## config.mk

```make
export PLATFORM = sky130hd
export DESIGN_NAME = spgc_dev_flat
export DESIGN_NICKNAME = d
export VERILOG_FILES = /design/src/core/spgc_pkg.sv /design/src/core/spgc_if.sv /design/src/core/spgc_dev.sv /design/src/flat_wrapper.sv
export SDC_FILE = /design/constraint.sdc
export NUM_CORES = 1
export LEC_CHECK = 0
export ABC_AREA = 1
export ABC_CLOCK_PERIOD_IN_PS = 6200
export BUFFER_PORTS_ARGS = -buffer_cell sky130_fd_sc_hd__buf_4
export CORE_AREA = 2 2 189 329
export DETAILED_ROUTE_END_ITERATION = 6
export DIE_AREA = 0 0 191 331
export GPL_TIMING_DRIVEN = 0
export PLACE_DENSITY = 0.53
export SLEW_MARGIN = 5
export SYNTH_ARGS = -nofsm -noshare
export SYNTH_HDL_FRONTEND = slang
export SYNTH_SLANG_ARGS = --single-unit
```

## constraint.sdc

```tcl
create_clock -name pclk -period 6.2 [get_ports pclk]
set_clock_uncertainty 0.1 [all_clocks]
set_input_delay 0.62 -clock pclk [delete_from_list [all_inputs] [get_ports pclk]]
set_output_delay 0.62 -clock pclk [all_outputs]
set_load 0.02 [all_outputs]
```

## src/core/spgc_pkg.sv

```systemverilog
// Purpose: shared constants for the stream packet generator/checker and its dma-side end
// Assumes: 128-bit beats on the 250 MHz stream clock, 32-bit apb control port
// Notes:   register offsets are byte addresses of aligned words
package spgc_pkg;
    localparam int          DATA_W      = 128;
    localparam int          LANE_W      = 16;
    localparam int          BEAT_BYTES  = DATA_W / 8;
    localparam int          BEAT_SHIFT  = 4;
    localparam int          CNT_W       = 12;
    localparam int          APB_AW      = 8;
    localparam int          APB_DW      = 32;
    // register map
    localparam logic [7:0]  REG_CTRL    = 8'h00;
    localparam logic [7:0]  REG_LEN     = 8'h04;
    localparam logic [7:0]  REG_WRAP    = 8'h08;
    localparam logic [7:0]  REG_STAT    = 8'h0c;
    localparam logic [7:0]  REG_MASK    = 8'h10;
    // control bits
    localparam int          CTRL_GEN    = 0;
    localparam int          CTRL_CHK    = 1;
    localparam int          CTRL_LOOP   = 2;
    localparam int          CTRL_W      = 3;
    // status / mask bits
    localparam int          ST_MISMATCH = 0;
    localparam int          ST_GEN_PKT  = 1;
    localparam int          ST_CHK_PKT  = 2;
    localparam int          ST_W        = 3;
    // reset values
    localparam logic [2:0]  CTRL_RST    = 3'h0;
    localparam logic [15:0] LEN_RST     = 16'h0040;
    localparam logic [15:0] WRAP_RST    = 16'hffff;
    localparam logic [2:0]  MASK_RST    = 3'h0;
endpackage
```

## src/core/spgc_if.sv

```systemverilog
// Purpose: stream link between the dma engine end and the generator/checker end
// Assumes: both ends on pclk
// Notes:   axi4-stream valid/ready, tlast closes a packet
`timescale 1ns/1ps
`default_nettype none
interface spgc_if;
    // host_to_card: dma end drives the beats
    logic                         h2c_tvalid;
    logic                         h2c_tready;
    logic [spgc_pkg::DATA_W-1:0]  h2c_tdata;
    logic                         h2c_tlast;
    // card_to_host: block end drives the beats
    logic                         c2s_tvalid;
    logic                         c2s_tready;
    logic [spgc_pkg::DATA_W-1:0]  c2s_tdata;
    logic                         c2s_tlast;

    modport dma
    (
        output h2c_tvalid, h2c_tdata, h2c_tlast,
        input  h2c_tready,
        input  c2s_tvalid, c2s_tdata, c2s_tlast,
        output c2s_tready
    );
    modport dev
    (
        input  h2c_tvalid, h2c_tdata, h2c_tlast,
        output h2c_tready,
        output c2s_tvalid, c2s_tdata, c2s_tlast,
        input  c2s_tready
    );
endinterface
`default_nettype wire

```

## src/core/spgc_dev.sv

```systemverilog
// Purpose: packet generator, checker and loopback on the dma streams
// Assumes: one clock pclk at 250 MHz, apb control port
// Notes:   length field counts bytes; a packet spans ceil(len/16) beats, at least one
//
// Design decisions made here: the address map and the APB register port.
`timescale 1ns/1ps
`default_nettype none
module spgc_dev
    import spgc_pkg::*;
#(
    parameter int DATA_W_P = spgc_pkg::DATA_W
)
(
    // clock and reset
    input  wire logic                         pclk,
    input  wire logic                         presetn,
    // apb control port
    input  wire logic                         psel,
    input  wire logic                         penable,
    input  wire logic                         pwrite,
    input  wire logic [spgc_pkg::APB_AW-1:0]  paddr,
    input  wire logic [spgc_pkg::APB_DW-1:0]  pwdata,
    output var  logic [spgc_pkg::APB_DW-1:0]  prdata,
    output var  logic                         pready,
    output var  logic                         pslverr,
    // status outputs
    output var  logic                         data_mismatch,
    output var  logic                         irq,
    // link
    spgc_if.dev                               link
);
    import spgc_pkg::*;

    localparam int LANES = DATA_W / LANE_W;

    generate
        if (DATA_W_P != DATA_W)
        begin : g_bad_width
            $error("spgc_dev: only the 128-bit stream width is supported");
        end
    endgenerate

    typedef struct packed {
        logic [CTRL_W-1:0] ctrl;
        logic [15:0]       len;
        logic [15:0]       wrap;
        logic [ST_W-1:0]   stat;
        logic [ST_W-1:0]   mask;
        logic              irq;
        logic [31:0]       prdata;
        logic              pready;
        logic              pslverr;
        logic              h_rdy;
        logic              c_vld;
        logic [DATA_W-1:0] c_data;
        logic              c_last;
        logic              g_sof;
        logic [CNT_W-1:0]  g_beat;
        logic [15:0]       g_tag;
        logic              k_sof;
        logic [CNT_W-1:0]  k_beat;
        logic [15:0]       k_tag;
    } spgc_dev_st_t;

    spgc_dev_st_t st_ff;
    spgc_dev_st_t nxt_st;

    always_comb
    begin
        logic              loop_on;
        logic              chk_on;
        logic              acc;
        logic              c_free;
        logic              bad;
        logic [CNT_W-1:0]  last_beat;
        logic [16:0]       len_sum;
        logic [ST_W-1:0]   ev;
        logic              wr;
        logic              rd;
        loop_on   = st_ff.ctrl[CTRL_LOOP];
        chk_on    = st_ff.ctrl[CTRL_CHK] && !loop_on;
        acc       = link.h2c_tvalid && st_ff.h_rdy;
        c_free    = !st_ff.c_vld || link.c2s_tready;
        bad       = 1'b0;
        ev        = '0;
        wr        = psel && penable && st_ff.pready && pwrite;
        rd        = psel && penable && !st_ff.pready && !pwrite;
        nxt_st    = st_ff;
        // beats per packet from the byte length, never below one
        len_sum   = {1'b0, st_ff.len} + 17'(BEAT_BYTES - 1);
        last_beat = (st_ff.len == 16'h0000) ? '0
                  : CNT_W'((len_sum >> BEAT_SHIFT) - 17'h00001);

        if (st_ff.c_vld && link.c2s_tready)
        begin
            nxt_st.c_vld = 1'b0;
        end

        if (loop_on)
        begin
            // every inbound beat passes unchanged, tlast included
            if (acc)
            begin
                nxt_st.c_vld  = 1'b1;
                nxt_st.c_data = link.h2c_tdata;
                nxt_st.c_last = link.h2c_tlast;
            end
        end
        else if ((st_ff.ctrl[CTRL_GEN] || !st_ff.g_sof) && c_free)
        begin
            // a packet once started is finished even if the enable drops
            nxt_st.c_vld = 1'b1;
            for (int i = 0; i < LANES; i++)
            begin
                nxt_st.c_data[i*LANE_W +: LANE_W] = st_ff.g_tag;
            end
            if (st_ff.g_sof)
            begin
                nxt_st.c_data[LANE_W-1:0] = st_ff.len;
            end
            nxt_st.c_last = (st_ff.g_beat == last_beat);
            if (st_ff.g_beat == last_beat)
            begin
                nxt_st.g_sof  = 1'b1;
                nxt_st.g_beat = '0;
                nxt_st.g_tag  = (st_ff.g_tag == st_ff.wrap) ? 16'h0000
                              : st_ff.g_tag + 16'h0001;
                ev[ST_GEN_PKT] = 1'b1;
            end
            else
            begin
                nxt_st.g_sof  = 1'b0;
                nxt_st.g_beat = st_ff.g_beat + CNT_W'(1);
            end
        end
        else if (!st_ff.ctrl[CTRL_GEN] && st_ff.g_sof)
        begin
            // idle generator starts the next run from tag zero
            nxt_st.g_tag = 16'h0000;
        end

        if (!chk_on)
        begin
            nxt_st.k_sof  = 1'b1;
            nxt_st.k_beat = '0;
            nxt_st.k_tag  = 16'h0000;
        end
        else if (acc)
        begin
            // byte-exact compare of every lane, position of tlast included
            for (int i = 0; i < LANES; i++)
            begin
                if (i == 0 && st_ff.k_sof)
                begin
                    bad = bad || (link.h2c_tdata[LANE_W-1:0] != st_ff.len);
                end
                else
                begin
                    bad = bad || (link.h2c_tdata[i*LANE_W +: LANE_W] != st_ff.k_tag);
                end
            end
            bad = bad || (link.h2c_tlast != (st_ff.k_beat == last_beat));
            ev[ST_MISMATCH] = bad;
            if (link.h2c_tlast)
            begin
                // next accepted beat opens a packet
                nxt_st.k_sof  = 1'b1;
                nxt_st.k_beat = '0;
                nxt_st.k_tag  = (st_ff.k_tag == st_ff.wrap) ? 16'h0000
                              : st_ff.k_tag + 16'h0001;
                ev[ST_CHK_PKT] = 1'b1;
            end
            else
            begin
                nxt_st.k_sof  = 1'b0;
                nxt_st.k_beat = st_ff.k_beat + CNT_W'(1);
            end
        end

        // apb: pready comes one cycle into the access phase
        nxt_st.pready  = psel && penable && !st_ff.pready;
        nxt_st.pslverr = 1'b0;
        nxt_st.prdata  = '0;
        if (psel && penable && !st_ff.pready)
        begin
            unique case (paddr)
                REG_CTRL: nxt_st.prdata = 32'(st_ff.ctrl);
                REG_LEN:  nxt_st.prdata = 32'(st_ff.len);
                REG_WRAP: nxt_st.prdata = 32'(st_ff.wrap);
                REG_STAT: nxt_st.prdata = 32'(st_ff.stat);
                REG_MASK: nxt_st.prdata = 32'(st_ff.mask);
                default:  nxt_st.pslverr = 1'b1;
            endcase
            if (!rd)
            begin
                nxt_st.prdata = '0;
            end
        end
        if (wr)
        begin
            unique case (paddr)
                REG_CTRL: nxt_st.ctrl = pwdata[CTRL_W-1:0];
                REG_LEN:  nxt_st.len  = pwdata[15:0];
                REG_WRAP: nxt_st.wrap = pwdata[15:0];
                REG_STAT: nxt_st.stat = st_ff.stat & ~pwdata[ST_W-1:0];
                REG_MASK: nxt_st.mask = pwdata[ST_W-1:0];
                default:  nxt_st.ctrl = st_ff.ctrl;
            endcase
        end
        // set wins over the write-one clear; a disabled checker drops the error
        nxt_st.stat = nxt_st.stat | ev;
        if (!chk_on)
        begin
            nxt_st.stat[ST_MISMATCH] = 1'b0;
        end
        nxt_st.irq = |(nxt_st.stat & nxt_st.mask);
        // ready follows the mode of the next cycle, so entering loopback never
        // overwrites a generated beat still waiting; outside loopback always drained
        nxt_st.h_rdy = nxt_st.ctrl[CTRL_LOOP] ? !nxt_st.c_vld : 1'b1;
    end

    always_ff @(posedge pclk or negedge presetn)
    begin
        if (!presetn)
        begin
            st_ff       <= '0;
            st_ff.ctrl  <= CTRL_RST;
            st_ff.len   <= LEN_RST;
            st_ff.wrap  <= WRAP_RST;
            st_ff.mask  <= MASK_RST;
            st_ff.h_rdy <= 1'b1;
            st_ff.g_sof <= 1'b1;
            st_ff.k_sof <= 1'b1;
        end
        else
        begin
            st_ff <= nxt_st;
        end
    end

    assign prdata          = st_ff.prdata;
    assign pready          = st_ff.pready;
    assign pslverr         = st_ff.pslverr;
    assign data_mismatch   = st_ff.stat[ST_MISMATCH];
    assign irq             = st_ff.irq;
    assign link.h2c_tready = st_ff.h_rdy;
    assign link.c2s_tvalid = st_ff.c_vld;
    assign link.c2s_tdata  = st_ff.c_data;
    assign link.c2s_tlast  = st_ff.c_last;
endmodule
`default_nettype wire

```

## src/flat_wrapper.sv

```systemverilog
// flat-port wrapper written by rule: the top's interface ports become plain ports
module spgc_dev_flat import spgc_pkg::*;
#(
    parameter int DATA_W_P = spgc_pkg::DATA_W
)
  (pclk, presetn, psel, penable, pwrite, paddr, pwdata, prdata, pready, pslverr, data_mismatch, irq, link_h2c_tvalid, link_h2c_tdata, link_h2c_tlast, link_h2c_tready, link_c2s_tvalid, link_c2s_tdata, link_c2s_tlast, link_c2s_tready);
  spgc_if link_i ();
  input  wire logic pclk;
  input  wire logic presetn;
  input  wire logic psel;
  input  wire logic penable;
  input  wire logic pwrite;
  input  wire logic [spgc_pkg::APB_AW-1:0] paddr;
  input  wire logic [spgc_pkg::APB_DW-1:0] pwdata;
  output var  logic [spgc_pkg::APB_DW-1:0] prdata;
  output var  logic pready;
  output var  logic pslverr;
  output var  logic data_mismatch;
  output var  logic irq;
  input wire logic [$bits(link_i.h2c_tvalid)-1:0] link_h2c_tvalid;
  input wire logic [$bits(link_i.h2c_tdata)-1:0] link_h2c_tdata;
  input wire logic [$bits(link_i.h2c_tlast)-1:0] link_h2c_tlast;
  output wire logic [$bits(link_i.h2c_tready)-1:0] link_h2c_tready;
  output wire logic [$bits(link_i.c2s_tvalid)-1:0] link_c2s_tvalid;
  output wire logic [$bits(link_i.c2s_tdata)-1:0] link_c2s_tdata;
  output wire logic [$bits(link_i.c2s_tlast)-1:0] link_c2s_tlast;
  input wire logic [$bits(link_i.c2s_tready)-1:0] link_c2s_tready;
  assign link_i.h2c_tvalid = link_h2c_tvalid;
  assign link_i.h2c_tdata = link_h2c_tdata;
  assign link_i.h2c_tlast = link_h2c_tlast;
  assign link_h2c_tready = link_i.h2c_tready;
  assign link_c2s_tvalid = link_i.c2s_tvalid;
  assign link_c2s_tdata = link_i.c2s_tdata;
  assign link_c2s_tlast = link_i.c2s_tlast;
  assign link_i.c2s_tready = link_c2s_tready;
  spgc_dev #(.DATA_W_P(DATA_W_P)) u_core (.pclk(pclk), .presetn(presetn), .psel(psel), .penable(penable), .pwrite(pwrite), .paddr(paddr), .pwdata(pwdata), .prdata(prdata), .pready(pready), .pslverr(pslverr), .data_mismatch(data_mismatch), .irq(irq), .link(link_i));
endmodule
```

==> key figures <==
Setup path
  • R2R Setup Slk: 1.78 ns
  • Crit path DAT: 4.77 ns
  • CP Class: reg2reg
  • RR Endpoint: u_core.irq
  • Crit end category: flop
  • First element of the critical path: u_core.st_ff[11]
  • Critical R2R Launch: u_core.st_ff[11]
  • Path depth of the worst reg2reg path: 12
  • CP endpoint: u_core.irq
  • Worst Path Required: 6.55 ns
  • Critical path fanouts, max: 9
  • Startpoint class of the critical path: flop

Clock tree
  • CTS root buf: clkbuf_16
  • CTS Buf Count: 26
  • Clk buf depth: 3
  • Clk pin slew, worst setup/hold paths: 0.07 ns
  • Clk sinks: 249
  • CTS tree: built
  • H-Tree Level Count: 1
  • Clock latency on the worst-skew pair: 0.58 ns

Floorplan
  • Initial Util: 0.259
  • CORE AREA: 60300 sq um
  • Die Y: 331 um
  • Top Ports: 343
  • DIE AREA: 63200 sq um
  • DIE WIDTH: 191 um
  • Row cnt: 119

STA
  • Fmax: 0.226 GHz
  • Worst Max-Slew Pin Slew: 1.32 ns
  • Final setup viols: 0
  • Post-route minimum period: 4.42 ns
  • Min Hold Slack: 0.219 ns
  • Slew margin rel.: 0.122
  • Final Hold Fails: 0
  • Crit share post-route: 0.712
  • RSZ-0062 raised after global routing: no
  • Final Max Tran Viols: 0
  • Total negative setup slack: 0 ns

Logic synthesis
  • Number of distinct library cells after synthesis: 56
  • Area share of the largest cell type after synthesis: 0.368
  • Top cells by count, synth: nand2_1 (444), dfrtp_1 (229), inv_1 (213)
  • Cell Area, Synth: 15600 sq um
  • Top cells by area, synth: dfrtp_1 (37%), nand2_1 (11%), buf_4 (7.8%), nand3_1 (6.6%), inv_1 (5.1%)
  • Synth Warn #: 0
  • Cells after Synth: 2010
  • Cell accounting for the most synthesized area: dfrtp_1
  • Post-synth EDFFs: 0
  • Ys flop type: dfrtp_1
  • Post-synthesis sequential area ratio: 0.401
  • Syn_area_per_cell: 7.76 sq um
  • Most common cell in the netlist: nand2_1
  • Synthesized flop and latch total: 249
  • Asr flop ratio synth: 1.00

Route
  • Detail Route Antenna Nets: 0
  • Vias: 15700
  • DR WL met2: 39200 um
  • Routed len/inst: 24.5 um
  • DRC: 0
  • WL met1: 26700 um
  • Pre-antenna DRT Iters: 7
  • Met3 Wirelength: 4970 um
  • Initial DRC Count: 1095
  • Vias per cell: 4.96
  • Highest metal used: met5
  • WL final: 77700 um

Layout
  • Share of layout cells above drive strength 1: 0.261
  • Fin util: 0.330
  • Nets: 2547
  • Fill count: 6474
  • Syn-to-layout area delta: 27.5%

Pwr
  • Max VDD drop: 0.000144 V
  • Power Total: 0.00390 W
  • Static Leak: 9.62 nW
  • PwrDens: 196 nW/um^2

Global route
  • Number of antenna violations at the first check in global routing: 5
  • Pin count of the biggest net entering global routing: 103
  • Tot GR Track Use: 0.242
  • First-pass GRT wire length: 110000 um
  • Vias in the first global route: 16100
  • GRT overflow: 0

Place
  • Port bufs: 310
  • DP HPWL: 63200 um
  • Routability cong.: 0.980

Status
  • Run status: finished clean

Worst hold path
  • Tightest Hold Check Type: in2reg

Run
  • Max cap viols: 0
-- flip-flops by register name, summed over array words and instances, names as in the netlist --
name                    count
u_core.data_mismatch        1
u_core.irq                  1
u_core.link.c2s_tdata     128
u_core.link.c2s_tlast       1
u_core.link.c2s_tvalid      1
u_core.link.h2c_tready      1
u_core.prdata              16
u_core.pready               1
u_core.pslverr              1
u_core.st_ff               98
-- cell families after synthesis --
| kind of cell | share of synthesized area |
|---|---|
| DFF | 0.401 |
| and+or+nand+nor | 0.261 |
| xor gates and xnor gates | 0.0662 |
| adders and majority gates | 0.00401 |
| other | 0.000241 |
| AOI/OAI and AO/OA | 0.113 |
| buffers and inverters | 0.154 |
-- layout make-up --
type | instances | area (sq um) | area share
multi-input cells | 1308 | 6990 | 0.352
flip-flops and latches | 249 | 6260 | 0.315
repair buffers | 313 | 2400 | 0.121
plain buffers | 252 | 1590 | 0.0802
well taps | 786 | 983 | 0.0495
inverters | 216 | 813 | 0.0409
clock buffers | 39 | 739 | 0.0372
clock inverters | 9 | 92.6 | 0.00466
diodes | 2 | 5.00 | 0.000252
-- where the power goes --
group,internal (W),switching [W]
combinational,0.000219,0.000377
sequential,0.00167,0.0000504
clock,0.000871,0.000714
-- critical path, stage by stage (launching register included) --
cell,delay (ns)
dfrtp_1,0.32
clkbuf_1,0.71
inv_1,0.40
o21ai_0,0.19
nand4_1,0.44
nor4_1,0.93
nand4_1,0.18
nor3_1,0.62
nand2_1,0.11
nand2_1,0.10
nand2_1,0.07
nand3_1,0.06
nand2_1,0.06
-- metrics by stage --
| step | setup slack (ns) | area, sq um | cells |
|---|---|---|---|
| 6_report | 1.78 | 19900 | 3174 |
| 5_1_grt | 1.71 | 19900 | 3173 |
| 4_1_cts | 1.76 | 19900 | 3172 |
| 3_5_place_dp | 1.80 | 19000 | 3123 |
| 3_3_place_gp | 1.76 | 19000 | 3121 |
| 2_1_floorplan | 3.54 | 15600 | 2025 |
-- how the worst min path moves through the flow --
stage / from / end / slack, ns / depth (start not counted)
floorplan: presetn / u_core.data_mismatch / 0.22 / 0
global placement: u_core.link.c2s_tdata[98] / u_core.link.c2s_tdata[98] / 0.37 / 2
detailed placement: u_core.link.c2s_tdata[118] / u_core.link.c2s_tdata[118] / 0.37 / 2
CTS: pwdata[9] / u_core.st_ff[239] / 0.19 / 3
global route: pwdata[9] / u_core.st_ff[239] / 0.22 / 3
finish: pwdata[9] / u_core.st_ff[239] / 0.22 / 3
-- metal layers --
metal / vias to the layer above / global-route usage
met1: 7586 / 0.247
met2: 743 / 0.439
met5: - / 0
met4: 6 / 0.188
met3: 236 / 0.0357
li1: 7166 / -
-- cell usage in the layout (no fill, tap or decap), types with 4 or more instances in the layout --
cell / n
buf_4: 470
nand2_1: 444
dfrtp_1: 229
inv_1: 213
nand3_1: 207
nor2_1: 88
o21ai_0: 86
clkbuf_1: 84
o211ai_1: 72
xor2_1: 63
xnor2_1: 53
nand4_1: 50
a21oi_1: 37
o22ai_1: 34
nor3_1: 28
clkbuf_16: 26
nor4_1: 20
dfstp_2: 20
nand2_2: 18
o21ai_2: 17
conb_1: 16
buf_2: 10
or2_2: 9
a221oi_1: 9
nor2_2: 8
nand3_2: 8
ha_1: 5
buf_6: 4
o221ai_1: 4
clkbuf_8: 4
-- timing repair --
action                    CTS  global route
hold endpoints to repair   61             0
gates resized for setup     0             0
hold buffers                1             0
buffers inserted            0             0
(Power assumes the default switching activity.)
